### config.mk
export PLATFORM = sky130hd
export DESIGN_NAME = debug_link_host
export DESIGN_NICKNAME = d
export VERILOG_FILES = /design/src/verilog/dbg_host_pkg.sv /design/src/verilog/debug_link_host.sv
export SDC_FILE = /design/constraint.sdc
export NUM_CORES = 1
export LEC_CHECK = 0
export BUFFER_PORTS_ARGS = -buffer_cell sky130_fd_sc_hd__buf_4
export CAP_MARGIN = 20
export CORE_MARGIN = 2
export CORE_UTILIZATION = 53
export DETAILED_ROUTE_END_ITERATION = 8
export GPL_TIMING_DRIVEN = 1
export PLACE_DENSITY = 0.82
export SLEW_MARGIN = 30
export SYNTH_ARGS = -nofsm -noshare
export SYNTH_HDL_FRONTEND = slang
export SYNTH_SLANG_ARGS = --single-unit
### constraint.sdc
create_clock -name clk -period 3.6 [get_ports clk]
set_input_delay 0.36 -clock clk [delete_from_list [all_inputs] [get_ports clk]]
set_output_delay 0.36 -clock clk [all_outputs]
set_load 0.02 [all_outputs]
### src/verilog/dbg_host_pkg.sv
/*
  Constants, types and the device register map for the debug link controller.
  Assumes a 40 MHz system clock and a target that follows the serial-wire or
  boundary-scan debug port packet formats.
*/
package dbg_host_pkg;
  // ----------------------------------------------------------------
  // Controller registers (byte addresses)
  // ----------------------------------------------------------------
  localparam logic [7:0] OFS_CTRL   = 8'h00;
  localparam logic [7:0] OFS_WDATA  = 8'h04;
  localparam logic [7:0] OFS_RDATA  = 8'h08;
  localparam logic [7:0] OFS_STATUS = 8'h0C;
  localparam int CB_START    = 0;
  localparam int CB_RNW      = 1;
  localparam int CB_PORT     = 2;
  localparam int CB_FIELD    = 3;
  localparam int CB_SEL_SWD  = 8;
  localparam int CB_SEL_JTAG = 9;
  localparam int CB_PULSE    = 10;
  localparam int CB_CLR_ERR  = 11;
  localparam int CB_POWER    = 16;
  localparam logic [1:0] RESP_OKAY   = 2'h0;
  localparam logic [1:0] RESP_SLVERR = 2'h2;
  // ----------------------------------------------------------------
  // Target register map: port select bit 0 = debug port, 1 = access port
  // ----------------------------------------------------------------
  localparam logic [1:0] REG_DEBUG_PORT_IDENTIFICATION = 2'h0;
  localparam logic [1:0] REG_ACCESS_PORT_ABORT         = 2'h0;
  localparam logic [1:0] REG_DEBUG_PORT_CONTROL_STATUS = 2'h1;
  localparam logic [1:0] REG_ACCESS_PORT_SELECTOR      = 2'h2;
  localparam logic [1:0] REG_READ_RESULT_BUFFER        = 2'h3;
  localparam logic [1:0] REG_ACCESS_PORT_CONTROL_WORD  = 2'h0;
  localparam logic [1:0] REG_TRANSFER_ADDRESS          = 2'h1;
  localparam logic [1:0] REG_MEMORY_DATA_WINDOW        = 2'h3;
  // ----------------------------------------------------------------
  // Link sequences
  // ----------------------------------------------------------------
  localparam logic [2:0]  ACK_OK         = 3'h1;
  localparam logic [2:0]  ACK_FAIL       = 3'h7;
  localparam logic [15:0] SEL_SWD_PAT    = 16'h79E7;
  localparam logic [15:0] SEL_JTAG_PAT   = 16'h3CE7;
  localparam logic [15:0] PRE_LAST       = 16'h0031;
  localparam logic [15:0] SEL_LAST       = 16'h000F;
  localparam logic [15:0] POST_SWD_LAST  = 16'h0031;
  localparam logic [15:0] POST_JTAG_LAST = 16'h0004;
  localparam logic [15:0] REQ_LAST       = 16'h0007;
  localparam logic [15:0] ACK_LAST       = 16'h0002;
  localparam logic [15:0] DATA_LAST      = 16'h0020;
  localparam logic [15:0] TAIL_LAST      = 16'h0007;
  localparam logic [15:0] JTAG_LAST      = 16'h0030;
  localparam logic [15:0] JDR_FIRST      = 16'h000C;
  localparam logic [15:0] JDR_LAST       = 16'h002E;
  localparam logic [3:0]  IR_DP_ACCESS   = 4'hA;
  localparam logic [3:0]  IR_AP_ACCESS   = 4'hB;
  localparam logic [48:0] JTAG_TMS       = 49'h0C00000000383;
  // ----------------------------------------------------------------
  // Timing
  // ----------------------------------------------------------------
  localparam int CLK_MHZ         = 40;
  localparam int RESET_PULSE_NS  = 1000;
  localparam int RESET_PULSE_CYC = (RESET_PULSE_NS * CLK_MHZ + 999) / 1000;
  localparam int LINK_HALF_DIV   = 4;
  // ----------------------------------------------------------------
  // Types
  // ----------------------------------------------------------------
  typedef enum logic [3:0] {
    S_IDLE = 4'h0, S_PRE  = 4'h1, S_SEL  = 4'h2, S_POST = 4'h3,
    S_REQ  = 4'h4, S_TRN1 = 4'h5, S_ACK  = 4'h6, S_TRN2 = 4'h7,
    S_DATA = 4'h8, S_TRN3 = 4'h9, S_TAIL = 4'hA, S_JTAG = 4'hB,
    S_RST  = 4'hC
  } state_e;
  typedef struct packed {
    logic       port;
    logic [1:0] field;
    logic       rnw;
  } txn_s;
  typedef struct packed {
    logic [23:0] zero;
    logic        power;
    logic        swd;
    logic        err;
    logic [2:0]  ack;
    logic        done;
    logic        busy;
  } status_s;
endpackage : dbg_host_pkg

### src/verilog/debug_link_host.sv
/*
  Debug link host: drives a target's shared clock, data/mode, test data and
  reset pins, and runs select sequences and single register transactions.
  Assumes an AXI4-Lite master on the same clock and a target on the pins.
*/
`timescale 1ns/1ps
// Operation
// - Select sequence opens each session; the host also runs transactions without one, in boundary-scan mode after reset
// - Write sends 32 bits, gets 3-bit acknowledge
// - Port bit 0 debug, 1 access port
// - Parity mismatch becomes failing code 111
// - Code 001 is success, then parity checked
// - Failed transaction reported; software retries or stops
// - Debug port register codes by direction
// - Access port register codes
// - Dedicated reset output pulsed
// - Target power switched by state bit
// - Only single reads and writes on link
// - Failure stops flow until cleared
// - Serial-wire select: 50 high, 79E7, 50
// - Boundary-scan select: 50 high, 3CE7, 5
// - Reset line active low
module debug_link_host
  import dbg_host_pkg::*;
#(
  parameter int HALF_DIV = LINK_HALF_DIV,
  parameter int RST_CYC  = RESET_PULSE_CYC
) (
  input  wire logic        clk,
  input  wire logic        rst_b,
  input  wire logic        awvalid,
  output      logic        awready,
  input  wire logic [7:0]  awaddr,
  input  wire logic        wvalid,
  output      logic        wready,
  input  wire logic [31:0] wdata,
  input  wire logic [3:0]  wstrb,
  output      logic        bvalid,
  input  wire logic        bready,
  output      logic [1:0]  bresp,
  input  wire logic        arvalid,
  output      logic        arready,
  input  wire logic [7:0]  araddr,
  output      logic        rvalid,
  input  wire logic        rready,
  output      logic [31:0] rdata,
  output      logic [1:0]  rresp,
  output      logic        shared_link_clock_pin,
  input  wire logic        shared_data_mode_pin_i,
  output      logic        shared_data_mode_pin_o,
  output      logic        shared_data_mode_pin_oe,
  output      logic        test_data_in_pin,
  input  wire logic        test_data_out_pin,
  output      logic        external_reset_pin_b,
  output      logic        target_power
);
  // ----------------------------------------------------------------
  // Declarations
  // ----------------------------------------------------------------
  state_e      state_r;
  logic [15:0] cnt_r;
  logic [7:0]  div_r;
  logic        clk_r;
  logic        sel_swd_r;
  logic        proto_swd_r;
  logic        done_r;
  logic        err_r;
  logic        power_r;
  logic        ext_rst_b_r;
  txn_s        txn_r;
  logic [31:0] wdata_r;
  logic [31:0] rdata_r;
  logic [2:0]  ack_r;
  logic [34:0] sh_r;
  logic [2:0]  dio_s;
  logic [2:0]  tdo_s;
  logic        dio_f;
  logic        tdo_f;
  logic        dio_o_r;
  logic        dio_oe_r;
  logic        tdi_r;
  logic        bvalid_r;
  logic [1:0]  bresp_r;
  logic        rvalid_r;
  logic [31:0] rdat_r;
  logic [1:0]  rresp_r;
  logic        wr_go;
  logic        ar_go;
  logic        wr_ctrl;
  logic        cmd_start;
  logic        cmd_sel_swd;
  logic        cmd_sel_jtag;
  logic        cmd_pulse;
  logic        cmd_clr_err;
  logic        idle;
  logic        start_ok;
  logic        link_run;
  logic        tick;
  logic        rise;
  logic        fall;
  logic        finish_txn;
  logic        in_bit;
  logic [2:0]  res_ack;
  logic [7:0]  req_v;
  logic [32:0] wd_v;
  logic [48:0] tdi_v;
  logic        drv_o;
  logic        drv_oe;
  logic        drv_tdi;
  status_s     st;

  // ----------------------------------------------------------------
  // Pin input synchronisers
  // ----------------------------------------------------------------
  always_ff @(posedge clk or negedge rst_b) begin
    if (!rst_b) begin
      dio_s <= 3'h0;
      tdo_s <= 3'h0;
    end else begin
      dio_s <= {dio_s[1:0], shared_data_mode_pin_i};
      tdo_s <= {tdo_s[1:0], test_data_out_pin};
    end
  end

  always_ff @(posedge clk or negedge rst_b) begin
    if (!rst_b) begin
      dio_f <= 1'b0;
      tdo_f <= 1'b0;
    end else begin
      if (dio_s[1] == dio_s[2]) dio_f <= dio_s[2];
      if (tdo_s[1] == tdo_s[2]) tdo_f <= tdo_s[2];
    end
  end

  // ----------------------------------------------------------------
  // AXI4-Lite slave
  // ----------------------------------------------------------------
  assign wr_go        = awvalid && wvalid && !bvalid_r;
  assign awready      = wr_go;
  assign wready       = wr_go;
  assign ar_go        = arvalid && !rvalid_r;
  assign arready      = !rvalid_r;
  assign bvalid       = bvalid_r;
  assign bresp        = bresp_r;
  assign rvalid       = rvalid_r;
  assign rdata        = rdat_r;
  assign rresp        = rresp_r;
  assign wr_ctrl      = wr_go && (awaddr == OFS_CTRL);
  assign idle         = (state_r == S_IDLE);
  assign cmd_start    = wr_ctrl && wstrb[0] && wdata[CB_START];
  assign cmd_sel_swd  = wr_ctrl && wstrb[1] && wdata[CB_SEL_SWD];
  assign cmd_sel_jtag = wr_ctrl && wstrb[1] && wdata[CB_SEL_JTAG] && !cmd_sel_swd;
  assign cmd_pulse    = wr_ctrl && wstrb[1] && wdata[CB_PULSE];
  assign cmd_clr_err  = wr_ctrl && wstrb[1] && wdata[CB_CLR_ERR];
  assign start_ok     = cmd_start && idle && !err_r && !cmd_pulse && !cmd_sel_swd && !cmd_sel_jtag;
  assign st           = '{zero: 24'h0, power: power_r, swd: proto_swd_r, err: err_r,
                          ack: ack_r, done: done_r, busy: !idle};

  always_ff @(posedge clk or negedge rst_b) begin
    if (!rst_b) begin
      bvalid_r <= 1'b0;
      bresp_r  <= RESP_OKAY;
    end else if (wr_go) begin
      bvalid_r <= 1'b1;
      bresp_r  <= (awaddr[7:4] == 4'h0 && awaddr[1:0] == 2'h0) ? RESP_OKAY : RESP_SLVERR;
    end else if (bready) begin
      bvalid_r <= 1'b0;
    end
  end

  always_ff @(posedge clk or negedge rst_b) begin
    if (!rst_b) begin
      wdata_r <= 32'h0;
      power_r <= 1'b0;
    end else if (wr_go) begin
      if (awaddr == OFS_WDATA && idle) begin
        for (int i = 0; i < 4; i++) begin
          if (wstrb[i]) wdata_r[i*8 +: 8] <= wdata[i*8 +: 8];
        end
      end
      if (wr_ctrl && wstrb[2]) power_r <= wdata[CB_POWER];
    end
  end

  always_ff @(posedge clk or negedge rst_b) begin
    if (!rst_b) begin
      rvalid_r <= 1'b0;
      rdat_r   <= 32'h0;
      rresp_r  <= RESP_OKAY;
    end else if (ar_go) begin
      rvalid_r <= 1'b1;
      rresp_r  <= RESP_OKAY;
      case (araddr)
        OFS_CTRL:   rdat_r <= {15'h0, power_r, 16'h0};
        OFS_WDATA:  rdat_r <= wdata_r;
        OFS_RDATA:  rdat_r <= rdata_r;
        OFS_STATUS: rdat_r <= st;
        default: begin
          rdat_r  <= 32'h0;
          rresp_r <= RESP_SLVERR;
        end
      endcase
    end else if (rready) begin
      rvalid_r <= 1'b0;
    end
  end

  // ----------------------------------------------------------------
  // Link clock divider
  // ----------------------------------------------------------------
  assign link_run = !idle && (state_r != S_RST);
  assign tick     = (div_r == 8'(HALF_DIV - 1));
  assign rise     = link_run && tick && !clk_r;
  assign fall     = link_run && tick && clk_r;

  always_ff @(posedge clk or negedge rst_b) begin
    if (!rst_b) begin
      div_r <= 8'h00;
      clk_r <= 1'b0;
    end else if (!link_run) begin
      div_r <= 8'h00;
      clk_r <= 1'b0;
    end else if (tick) begin
      div_r <= 8'h00;
      clk_r <= !clk_r;
    end else begin
      div_r <= div_r + 8'h01;
    end
  end

  // ----------------------------------------------------------------
  // Sequencer
  // ----------------------------------------------------------------
  always_ff @(posedge clk or negedge rst_b) begin
    if (!rst_b) begin
      state_r     <= S_IDLE;
      cnt_r       <= 16'h0000;
      sel_swd_r   <= 1'b0;
      proto_swd_r <= 1'b0;
      done_r      <= 1'b0;
    end else if (idle) begin
      cnt_r <= 16'h0000;
      if (cmd_pulse) begin
        state_r <= S_RST;
        done_r  <= 1'b0;
      end else if (cmd_sel_swd || cmd_sel_jtag) begin
        state_r   <= S_PRE;
        sel_swd_r <= cmd_sel_swd;
        done_r    <= 1'b0;
      end else if (start_ok) begin
        state_r <= proto_swd_r ? S_REQ : S_JTAG;
        done_r  <= 1'b0;
      end
    end else if (state_r == S_RST) begin
      cnt_r <= cnt_r + 16'h0001;
      if (cnt_r == 16'(RST_CYC - 1)) begin
        state_r <= S_IDLE;
        done_r  <= 1'b1;
      end
    end else if (fall) begin
      cnt_r <= cnt_r + 16'h0001;
      case (state_r)
        S_PRE: if (cnt_r == PRE_LAST) begin
          state_r <= S_SEL;
          cnt_r   <= 16'h0000;
        end
        S_SEL: if (cnt_r == SEL_LAST) begin
          state_r <= S_POST;
          cnt_r   <= 16'h0000;
        end
        S_POST: if (cnt_r == (sel_swd_r ? POST_SWD_LAST : POST_JTAG_LAST)) begin
          state_r     <= S_IDLE;
          proto_swd_r <= sel_swd_r;
          done_r      <= 1'b1;
        end
        S_REQ: if (cnt_r == REQ_LAST) begin
          state_r <= S_TRN1;
          cnt_r   <= 16'h0000;
        end
        S_TRN1: begin
          state_r <= S_ACK;
          cnt_r   <= 16'h0000;
        end
        S_ACK: if (cnt_r == ACK_LAST) begin
          cnt_r <= 16'h0000;
          if (ack_r != ACK_OK) state_r <= S_TRN3;
          else if (txn_r.rnw) state_r <= S_DATA;
          else state_r <= S_TRN2;
        end
        S_TRN2: begin
          state_r <= S_DATA;
          cnt_r   <= 16'h0000;
        end
        S_DATA: if (cnt_r == DATA_LAST) begin
          state_r <= txn_r.rnw ? S_TRN3 : S_TAIL;
          cnt_r   <= 16'h0000;
        end
        S_TRN3: begin
          state_r <= S_TAIL;
          cnt_r   <= 16'h0000;
        end
        S_TAIL: if (cnt_r == TAIL_LAST) begin
          state_r <= S_IDLE;
          done_r  <= 1'b1;
        end
        S_JTAG: if (cnt_r == JTAG_LAST) begin
          state_r <= S_IDLE;
          done_r  <= 1'b1;
        end
        default: state_r <= S_IDLE;
      endcase
    end
  end

  always_ff @(posedge clk or negedge rst_b) begin
    if (!rst_b) begin
      txn_r <= '0;
    end else if (start_ok) begin
      txn_r <= '{port: wdata[CB_PORT], field: wdata[CB_FIELD +: 2], rnw: wdata[CB_RNW]};
    end
  end

  // ----------------------------------------------------------------
  // Capture and outcome
  // ----------------------------------------------------------------
  assign finish_txn = fall && ((state_r == S_TAIL && cnt_r == TAIL_LAST) ||
                               (state_r == S_JTAG && cnt_r == JTAG_LAST));
  assign in_bit     = (state_r == S_JTAG) ? tdo_f : dio_f;

  always_comb begin
    res_ack = ack_r;
    if (!proto_swd_r) begin
      res_ack = sh_r[2:0];
    end else if (txn_r.rnw && ack_r == ACK_OK && ((^sh_r[33:2]) != sh_r[34])) begin
      res_ack = ACK_FAIL;
    end
  end

  always_ff @(posedge clk or negedge rst_b) begin
    if (!rst_b) begin
      ack_r   <= 3'h0;
      sh_r    <= 35'h0;
      rdata_r <= 32'h0;
      err_r   <= 1'b0;
    end else begin
      if (rise && state_r == S_ACK) ack_r[cnt_r[1:0]] <= dio_f;
      // Test data out moves on the falling link edge; the sync chain needs a full bit to show it
      if ((rise && state_r == S_DATA && txn_r.rnw) ||
          (fall && state_r == S_JTAG && cnt_r >= JDR_FIRST && cnt_r <= JDR_LAST)) begin
        sh_r <= {in_bit, sh_r[34:1]};
      end
      if (cmd_clr_err) err_r <= 1'b0;
      if (finish_txn) begin
        ack_r <= res_ack;
        err_r <= (res_ack != ACK_OK);
        if (txn_r.rnw && res_ack == ACK_OK) rdata_r <= proto_swd_r ? sh_r[33:2] : sh_r[34:3];
      end
    end
  end

  // ----------------------------------------------------------------
  // Pin drive
  // ----------------------------------------------------------------
  assign req_v = {1'b1, 1'b0, txn_r.port ^ txn_r.rnw ^ (^txn_r.field),
                  txn_r.field[1], txn_r.field[0], txn_r.rnw, txn_r.port, 1'b1};
  assign wd_v  = {^wdata_r, wdata_r};
  assign tdi_v = {2'b00, wdata_r, txn_r.field, txn_r.rnw, 4'h0,
                  txn_r.port ? IR_AP_ACCESS : IR_DP_ACCESS, 4'h0};

  always_comb begin
    drv_o   = 1'b1;
    drv_oe  = 1'b1;
    drv_tdi = 1'b0;
    case (state_r)
      S_SEL:  drv_o = sel_swd_r ? SEL_SWD_PAT[4'hF - cnt_r[3:0]] : SEL_JTAG_PAT[4'hF - cnt_r[3:0]];
      S_REQ:  drv_o = req_v[cnt_r[2:0]];
      S_TRN1, S_ACK, S_TRN2, S_TRN3: drv_oe = 1'b0;
      S_DATA: begin
        drv_oe = !txn_r.rnw;
        drv_o  = wd_v[cnt_r[5:0]];
      end
      S_TAIL: drv_o = 1'b0;
      S_JTAG: begin
        drv_o   = JTAG_TMS[cnt_r[5:0]];
        drv_tdi = tdi_v[cnt_r[5:0]];
      end
      default: drv_o = 1'b1;
    endcase
  end

  always_ff @(posedge clk or negedge rst_b) begin
    if (!rst_b) begin
      dio_o_r     <= 1'b1;
      dio_oe_r    <= 1'b1;
      tdi_r       <= 1'b0;
      ext_rst_b_r <= 1'b1;
    end else begin
      ext_rst_b_r <= (state_r != S_RST);
      if (!clk_r) begin
        dio_o_r  <= drv_o;
        dio_oe_r <= drv_oe;
        tdi_r    <= drv_tdi;
      end
    end
  end

  assign shared_link_clock_pin   = clk_r;
  assign shared_data_mode_pin_o  = dio_o_r;
  assign shared_data_mode_pin_oe = dio_oe_r;
  assign test_data_in_pin        = tdi_r;
  assign external_reset_pin_b    = ext_rst_b_r;
  assign target_power            = power_r;
endmodule : debug_link_host

-- Word level (Yosys, flattened, before mapping)
Memories as Yosys holds them, arrays and structs flattened.
Index checks and enable logic that the tools add are counted.
- add/subtract/negate cells: 3
- multiply operators: 0
- divide/modulo/power cells: 0
- order comparisons: 7
- eq/ne operators: 44
- shift-type cells: 0
- muxes and demuxes: 77
- bitwise gates (word level): 5
- reductions and logical operators: 76
- operators by type and width (kind ; number):
    16-bit 2-to-1 mux ; 8
    32-bit case mux with 4 select lines ; 1
    16-bit case mux with 6 select lines ; 1
    4-bit 2-to-1 mux ; 18
    16-bit by 6-bit equality test with 1-bit output, second input constant ; 4
    32-bit parity ; 2
    4-bit case mux with 11 select lines ; 1
    1-bit logical AND ; 37
    4-bit != test, second input constant ; 9
    32-bit 2-to-1 mux ; 1
    1-bit 2-to-1 mux ; 29
    4-bit equality test, second input constant ; 5
    16-bit by 1-bit adder with 16-bit output, second input constant ; 1
    16-bit by 2-bit equality test with 1-bit output, second input constant ; 1
    16-bit by 3-bit equality test with 1-bit output, second input constant ; 1
    16-bit by 4-bit equality test with 1-bit output, second input constant ; 1
    16-bit by 6-bit equality test with 1-bit output ; 1
    4-bit by 3-bit equality test with 1-bit output, second input constant ; 4
    8-bit by 3-bit equality test with 1-bit output, second input constant ; 2
    8-bit by 4-bit equality test with 1-bit output, second input constant ; 2
    16-bit by 4-bit greater-or-equal comparator with 1-bit output, second input constant ; 1
    16-bit by 6-bit less-or-equal comparator with 1-bit output, second input constant ; 1
    8-bit zero test ; 2
    8-bit 2-to-1 mux ; 2
    44 further kinds ; 77
- flip-flop bits (word level): 190
- latch bits: 0
- RAM bits: 0
- bits in read-only memories: 96
- input bits: 61
- output and inout bits: 47
- logic and storage cells: 247
- memories: 3
- memories (name ; words ; width ; read ports ; clocked after memory_dff ; write ports ; RTL line ; RTL):
    (name not given) ; 64 ; 1 ; 1 ; 0 ; 0 ; debug_link_host.sv:384 ; drv_o = JTAG_TMS[cnt_r[5:0]];
    (name not given) ; 16 ; 1 ; 1 ; 0 ; 0 ; debug_link_host.sv:375 ; S_SEL: drv_o = sel_swd_r ? SEL_SWD_PAT[4'hF - cnt_r[3:0]] : SEL_JTAG_PAT[4'hF - cnt_r[3:0]];
    (name not given) ; 16 ; 1 ; 1 ; 0 ; 0 ; debug_link_host.sv:375 ;

-- Longest topological paths before layout
Gate-level depths: netlist of the first run.
- depth in word-level cells: 14
- depth in mapped cells: 11
- depth with buffers taken out: 9

-- Worst setup path after synthesis of the first run
OpenSTA, ideal clock, no wires.
- path type: reg-to-reg
- start: register cnt_r[1]
- end: register cnt_r[3]
- library setup time: 0.135 ns
- data arrival time: 2.534 ns
- required time: 3.465 ns
- path slack: 0.931 ns
- stages on the path, launching flop included: 12
- buffers on the path: 3
- period minus slack after synthesis: 2.669 ns
- cell sequence: dfrtp_1 clkbuf_1 buf_2 clkinv_1 ha_1 a41o_1 nand4_1 nor4_2 clkbuf_1 a21oi_1 o21ai_0 o41ai_1
- cells in the longest elaborated chain, start to end: 6
- elaborated cells on any way between the ends: 15
- those cells by class: add/sub: 1; eq/ne: 5; mux: 9
- RTL lines (element ; RTL line ; RTL):
    from (decl) ; debug_link_host.sv:61 ; logic [15:0] cnt_r;
    from (signal assigned) ; debug_link_host.sv:255 ; cnt_r <= cnt_r + 16'h0001;
    from (signal assigned) ; debug_link_host.sv:261 ; cnt_r <= cnt_r + 16'h0001;
    16-bit by 1-bit adder with 16-bit output, or another cell as far along ; debug_link_host.sv:255, debug_link_host.sv:261 ;
    16-bit 2-to-1 mux (on tied branches) ; - ;
    16-bit case mux with 6 select lines ; debug_link_host.sv:262 ; case (state_r)
    16-bit 2-to-1 mux ; debug_link_host.sv:260 ; end else if (fall) begin
    16-bit 2-to-1 mux (*) ; debug_link_host.sv:254 ; end else if (state_r == S_RST) begin
    16-bit 2-to-1 mux (*) ; debug_link_host.sv:241 ; end else if (idle) begin
Every way passes the cells marked *; elsewhere a longest branch is shown, timed or not. The select of a mux whose other input is x is not followed.
A chain may end at the register's enable or synchronous reset.

-- Final worst setup path of the first run
- start: register state_r[2]
- end: register state_r[0]
- cells in the longest elaborated chain, start to end: 8
- elaborated cells on any way between the ends: 39
- those cells by class: eq/ne: 23; mux: 4; reduce/logical: 12
- RTL lines (element ; RTL line ; RTL):
    from (decl) ; debug_link_host.sv:60 ; state_e state_r;
    from (signal assigned) ; debug_link_host.sv:251 ; state_r <= proto_swd_r ? S_REQ : S_JTAG;
    from (signal assigned) ; debug_link_host.sv:295 ; state_r <= txn_r.rnw ? S_TRN3 : S_TAIL;
    4-bit zero test ; debug_link_host.sv:149 ; assign idle = (state_r == S_IDLE);
    1-bit logical AND (5 in series) ; debug_link_host.sv:155 ; assign start_ok = cmd_start && idle && !err_r && !cmd_pulse && !cmd_sel_swd && !cmd_sel_jtag;
    4-bit by 2-bit != test with 1-bit output (no source line) ; - ;
    11-bit AND reduction (no source line) ; - ;
Several ways; a longest one is shown, not always the timed one. The select of a mux whose other input is x is not followed.

==> results of run 1 <==
## per-stage QoR
step,utilization,setup slack (ps)
3_5_place_dp,0.598,490
3_3_place_gp,0.598,613
4_1_cts,0.630,493
6_report,0.630,426
5_1_grt,0.630,141
2_1_floorplan,-,931
## what timing repair did
| action | in CTS | in global routing |
|---|---|---|
| setup buffers | 0 | 0 |
| hold buffers | 1 | 0 |
| endpoints found under the hold margin | 69 | 0 |
## final cells by class
type                    count  share of cell area
repair buffers            126              0.0829
clock inverters            13              0.0125
multi-input cells         664               0.438
well taps                 234              0.0248
inverters                  20             0.00635
flip-flops and latches    188               0.398
clock buffers              19              0.0375
## cells in the mapped netlist (all sizes together), types with 3 or more instances
cell type | n | area share
nor2 | 40 | 0.015
dfrtp | 185 | 0.46
a21oi | 34 | 0.017
a21o | 3 | 0.0022
xor2 | 12 | 0.010
nand3 | 22 | 0.011
and3 | 13 | 0.0081
mux4 | 14 | 0.031
nand2b | 3 | 0.0018
nor4 | 9 | 0.0076
o21ai | 66 | 0.033
a211oi | 6 | 0.0044
or2 | 3 | 0.0018
xnor2 | 59 | 0.051
clkbuf | 33 | 0.012
nor2b | 10 | 0.0069
mux2 | 146 | 0.16
nor3 | 6 | 0.0034
inv | 19 | 0.0070
o31ai | 7 | 0.0052
nand2 | 87 | 0.032
ha | 8 | 0.0098
a31oi | 7 | 0.0043
a311oi | 3 | 0.0026
nor3b | 5 | 0.0037
buf | 19 | 0.0098
and4 | 3 | 0.0026
nand4 | 6 | 0.0037
dfstp | 3 | 0.0078
nand3b | 7 | 0.0052
a22oi | 33 | 0.024
nand4b | 3 | 0.0026
mux2i | 14 | 0.014
## path summary, 6_finish.rpt
check | slack [ps] | startpoint | end
max in group asynchronous | 2200 | rst_b | tdo_s[2]
min in group asynchronous | 490 | rst_b | rdata[11]
hold reg to reg | 360 | tdo_s[0] | tdo_s[1]
setup reg to reg | 430 | state_r[2] | state_r[0]
setup / recovery | 430 | state_r[2] | state_r[0]
hold / removal | 20 | shared_data_mode_pin_i | dio_s[0]
## worst reg2reg max path, delay by kind of cell (launching register included)
kind	cells	cell delay, ps
flip-flops	1	680
AND/OR/NAND/NOR	4	1320
AO/OA/AOI/OAI	4	860
buffers and inverters	1	190
## registers in the layout, summed over array words and instances (netlist names), 3 cells and up
register,count
sh_r,35
rdata_r,32
ack_r,3
rdata,32
cnt_r,16
div_r,8
req_v,4
wdata_r,32
dio_s,3
state_r,4
tdo_s,3
## per-layer routing
metal,share of wire,GRT usage,wire [um],vias up
met2,0.50,0.412,12200,272
li1,-,-,-,3529
met5,0,0,0,-
met3,0.055,0.0491,1360,28
met1,0.44,0.337,10700,3886
met4,0.013,0.0761,331,0
## logic make-up (layout without fill, tap and decap cells)
family / count (synthesis) / in the layout / synth area share
AO/OA/AOI/OAI: 180 / 180 / 0.112
XOR/XNOR: 72 / 72 / 0.0634
adder cells (fa/ha/maj): 10 / 10 / 0.0118
buffers and inverters: 72 / 178 / 0.0294
flip-flops: 188 / 188 / 0.463
multiplexers: 174 / 174 / 0.207
other: 1 / 2 / 0.000369
AND/OR/NAND/NOR: 226 / 226 / 0.114
## power by group through the flow
stage	clock, W	sequential, W	combinational (W)
final	0.00189	0.00231	0.00131
after global routing	0.00200	0.00232	0.00145
after CTS	0.00192	0.00231	0.00130
after detailed placement	0	0.00235	0.00129
after global placement	0	0.00234	0.00128
after floorplan	0	0.00230	0.000925
## layout by cell type (no fill, tap or decap), drive strengths merged, types with 7 or more instances in the layout
master,n
mux2i,14
nand2,87
and3,13
nor4,9
a21oi,34
mux4,14
xnor2,59
clkbuf,20
a31oi,7
o31ai,7
inv,26
nor2,40
mux2,146
ha,8
nor2b,10
dfrtp,185
nand3b,7
a22oi,33
nand3,22
xor2,12
o21ai,66
buf,124
==> flow_summary.ini, run 1 <==
[run_status]
status = complete, no violations

[synth]
ys_seq_area_frac = 0.463
synth-edff-count = 0
synth_cells = 923
ys_warn_count = 0
yosysUniqueCellTypes = 74
synth-async-reset-ratio = 1.00
avgSynthCellArea_sq_um = 11.0
synth_area_sq_mm = 0.0102
ys_ff_latch = 188
yosys_most_used_dff = dfrtp_1

[drt]
drt-initial-drc-count = 597
drc_errors = 0
firstDrtPassIters = 7
wl_mm = 24.6
detail-route-antenna-nets = 0
via_count = 7715
via_per_inst = 6.10
wl_per_cell_um = 19.4

[sta]
drv_slew = 0
worst_slew_pin_slew_ps = 718
rsz0062_at_grt = false
fin_skew_ps = 19.3
finalHoldViolCount = 0
setup_viol = 0
max_freq_ghz = 0.315
fin_crit_ps = 3170
tns_ps = 0
timing.hold.ws_ps = 21.5
relSlewSlack = 0.509
final_min_period_over_clock_period = 0.882

[finish]
final_cells = 1264
multiInputGateArea_sq_mm = 0.00518
finalInstanceArea_sq_mm = 0.0118
antennaDiodeCount = 0
synthToLayoutAreaGrowth_pct = 16.3
drive_above_1_share = 0.326
final_nets = 1086
ff_latch_area_sq_mm = 0.00471
fillers = 1492

[setup_path]
worstSetupStartpointType = flop
worstSetupPathType = flop to flop
worstPathCellList = nor2b_1 -> nor4_1 -> buf_4 -> a21o_1 -> o2111ai_1 -> nor3_2 -> or4b_1 -> a311oi_1 -> a21oi_1
critPathTopFamily = simple AND/OR/NAND/NOR gates
arrival_ps = 3500
slowest_stage = dfrtp_1
critical_path_peak_fanout = 17
ff2ff_path_depth = 9
crit_required_ps = 3920
crit_cells = 9
end_kind = flop
cp_num_buf_inv = 1
cpPeakStageDelay_ps = 680

[floorplan]
dieArea_sq_mm = 0.0203
initial_core_util = 0.542
num_rows = 50
dieHeight_um = 142
ios = 108
core_area_sq_mm = 0.0188
die_x_um = 142

[clock_network]
cts_buffers = 17
cts_root_buf = clkbuf_16
cts-resized-gates = 0
path_clk_slew_ps = 80
cts_tree = yes
clock_sinks = 188
cts_max_path_buffers = 2
clk_latency_ps = 450
h-tree-depth = 4

[pwr]
vdd_ir_drop_max_mv = 0.319
switchingPower_w = 0.00183
p_comb_frac = 0.238
seqPwrFrac = 0.419
finalPower_w = 0.00551
intPower_w = 0.00368
p_per_area_mw_per_mm2 = 466
p_leak_nw = 5.42
netSwitchingFraction = 0.333
power.share.clock = 0.343

[grt]
grt_antenna_before_repair = 0
grt_pass1_wl_mm = 39.5
grt_max_degree = 84
grt_pass1_vias = 7646
grt_usage = 0.250
grt_overflow = 0

[hold_path]
hp-class = input port to flop
worstHoldPathCells = 1

[placed_design]
dpl_cell_area_sq_mm = 0.0112
hpwl_mm = 17.4
io_buffers = 105
gp_congestion = 0.919
placed_cells = 1231

[run]
cap_violations = 0
No activity file was read; power rests on OpenSTA's default activity.
==> inputs of run 2 (changes only) <==
--- a/config.mk
+++ b/config.mk
@@ -5,6 +5,7 @@
 export SDC_FILE = /design/constraint.sdc
 export NUM_CORES = 1
 export LEC_CHECK = 0
+export ABC_AREA = 1
 export BUFFER_PORTS_ARGS = -buffer_cell sky130_fd_sc_hd__buf_4
 export CAP_MARGIN = 20
 export CORE_MARGIN = 2
==> run 2 against run 1 <==
Utilization fell by 0.93 points. Total power increased by 7.1%. Clock power grew 4%. Synthesized cell count up 64%. Non-clock buffer count shrank 7. Register-to-register slack better by 190 ps. Sequential share of layout area is 2.6 points lower. Critical path depth is 10 higher. Fmax rose by 6.5%.
==> flow_summary.ini, run 2 <==
[run_status]
status = complete, no violations

[hold_path]
hp-class = input port to flop
worstHoldStart = test_data_out_pin
worstHoldPathCells = 1
hold_end = tdo_s[0]

[grt]
grt_pass1_wl_mm = 50.0
grt_overflow = 0
grt_max_degree = 109
grt_antenna_before_repair = 0
grt_pass1_vias = 9902
grt_usage = 0.287

[sta]
setup_viol = 0
fin_skew_ps = 13.7
max_freq_ghz = 0.336
worst_slew_pin_slew_ps = 979
rsz0062_at_grt = false
final_min_period_over_clock_period = 0.828
drv_slew = 0
tns_ps = 0
fin_crit_ps = 2980
relSlewSlack = 0.347
finalHoldViolCount = 0
timing.hold.ws_ps = 18.1

[pwr]
intPower_w = 0.00376
netSwitchingFraction = 0.363
power.share.clock = 0.333
p_comb_frac = 0.276
seqPwrFrac = 0.391
p_per_area_mw_per_mm2 = 467
switchingPower_w = 0.00215
vdd_ir_drop_max_mv = 0.310
p_leak_nw = 6.28

[setup_path]
reg2reg_slack_ps = 620
end_kind = flop
crit_required_ps = 3980
reg2reg_from = sh_r[26]
ff2ff_path_depth = 19
critical_path_peak_fanout = 35
worstSetupStartpointType = flop
arrival_ps = 3360
regToRegEndpoint = rdata_r[28]
worstSetupPathType = flop to flop

[finish]
final_common_cell = nand2_1
layout_common_cells = nand2_1, inv_1, dfrtp_1
utilization = 0.621
regMostFlops = sh_r
final_nets = 1662
synthToLayoutAreaGrowth_pct = 14.2
antennaDiodeCount = 0
largest_register_ffs = 35
drive_above_1_share = 0.134

[drt]
drc_errors = 0
wl_per_cell_um = 16.5
via_per_inst = 5.56
wl_mm = 30.9
drt-initial-drc-count = 931
firstDrtPassIters = 6
via_count = 10400
detail-route-antenna-nets = 0

[synth]
post-synth-top-count-cell = nand2_1
avgSynthCellArea_sq_um = 7.32
synth_simple_gate_area_frac = 0.272
ys_seq_area_frac = 0.425
yosys.area.top_type = dfrtp_1
ys_warn_count = 0
muxShareOfSynthArea = 0.0253
synth_top_area_frac = 0.418
synth-async-reset-ratio = 1.00
synth-adder-area-share = 0.0109
ys_top_cells_by_count = nand2_1, inv_1, dfrtp_1, o21ai_0, nor2_1
ys_ff_latch = 188
synth_compound_area_frac = 0.137
synth_xor_area_frac = 0.0309
synth_area_sq_mm = 0.0111
synth_cells = 1512
synth_area_leaders = dfrtp_1, nand2_1, o21ai_0, inv_1, nor2_1
synth-edff-count = 0
yosysUniqueCellTypes = 53
yosys_most_used_dff = dfrtp_1
synth_top_family_by_area = simple AND/OR/NAND/NOR gates

[clock_network]
h-tree-depth = 4
cts_root_buf = clkbuf_16
cts_tree = yes
clk_latency_ps = 450
path_clk_slew_ps = 70
cts_max_path_buffers = 2
cts_hold_buf = 1
postCtsSetupRepairBufs = 0
clock_sinks = 188
cts_buffers = 17
cts-resized-gates = 0

[run]
cap_violations = 0

[floorplan]
num_rows = 52
initial_core_util = 0.543
dieArea_sq_mm = 0.0221
dieHeight_um = 149
ios = 108
core_area_sq_mm = 0.0204
die_x_um = 149

[placed_design]
hpwl_mm = 22.5
gp_congestion = 0.963
io_buffers = 105
-- run 2: area by class of cell --
cell class,instances,area (sq um)
Inverter,211,792
Timing Repair Buffer,119,915
Sequential cell,188,4710
Clock inverter,14,176
Fill cell,1807,7720
Multi-Input combinational cell,1056,5290
Clock buffer,17,425
Tap cell,270,338
-- run 2: critical path, stage by stage, from the launching register on --
cell	delay (ps)
dfrtp_1	420
inv_1	110
nand2_1	60
nand2_1	120
inv_1	90
nand2_1	80
nand2_1	50
nand2_1	60
nand2_1	60
nand2_1	60
nand2_1	70
nand2_1	90
nand3_1	80
nand3_1	130
nand2_1	80
nand2_2	530
nand3_4	480
nand2_1	190
nand2_1	80
inv_1	60
-- run 2: routing by layer --
layer / GRT usage / vias up / part of all wire
met2: 0.442 / 411 / 0.46
li1: - / 5033 / -
met4: 0.129 / 0 / 0.041
met5: 0 / - / 0
met3: 0.0595 / 79 / 0.076
met1: 0.393 / 4898 / 0.43
-- run 2: cell families (layout without fill, tap and decap cells) --
group                    after synthesis  count (layout)
AND/OR/NAND/NOR                      706             706
AO/OA/AOI/OAI                        274             274
buffers and inverters                269             361
flip-flops                           188             188
XOR/XNOR                              39              39
multiplexers                          25              25
adder cells (fa/ha/maj)               10              10
other                                  1               2
-- run 2: power groups by stage --
stage | Clock, W | Sequential [W] | Combinational, W
finish | 0.00197 | 0.00231 | 0.00163
global route | 0.00207 | 0.00232 | 0.00181
CTS | 0.00199 | 0.00231 | 0.00161
detailed placement | 0 | 0.00235 | 0.00159
global placement | 0 | 0.00235 | 0.00160
floorplan | 0 | 0.00232 | 0.00112
-- run 2: per-stage QoR --
stage / setup WS [ps] / instance area [sq um] / std cells / power (W)
after floorplan: 1050 / 11100 / 1513 / 0.00344
after global placement: 726 / 12000 / 1843 / 0.00395
after detailed placement: 657 / 12000 / 1843 / 0.00394
after CTS: 640 / 12600 / 1875 / 0.00591
after global routing: 304 / 12600 / 1875 / 0.00620
final: 620 / 12600 / 1875 / 0.00591
-- run 2: worst max path at each step --
stage	startpoint	end	depth (start not counted)
final	sh_r[26]	rdata_r[28]	19
after CTS	sh_r[26]	rdata_r[0]	19
after global routing	sh_r[7]	rdata_r[17]	19
after global placement	araddr[5]	rdata[0]	8
after detailed placement	sh_r[26]	rdata_r[0]	19
after floorplan	cnt_r[0]	rdata_r[23]	14
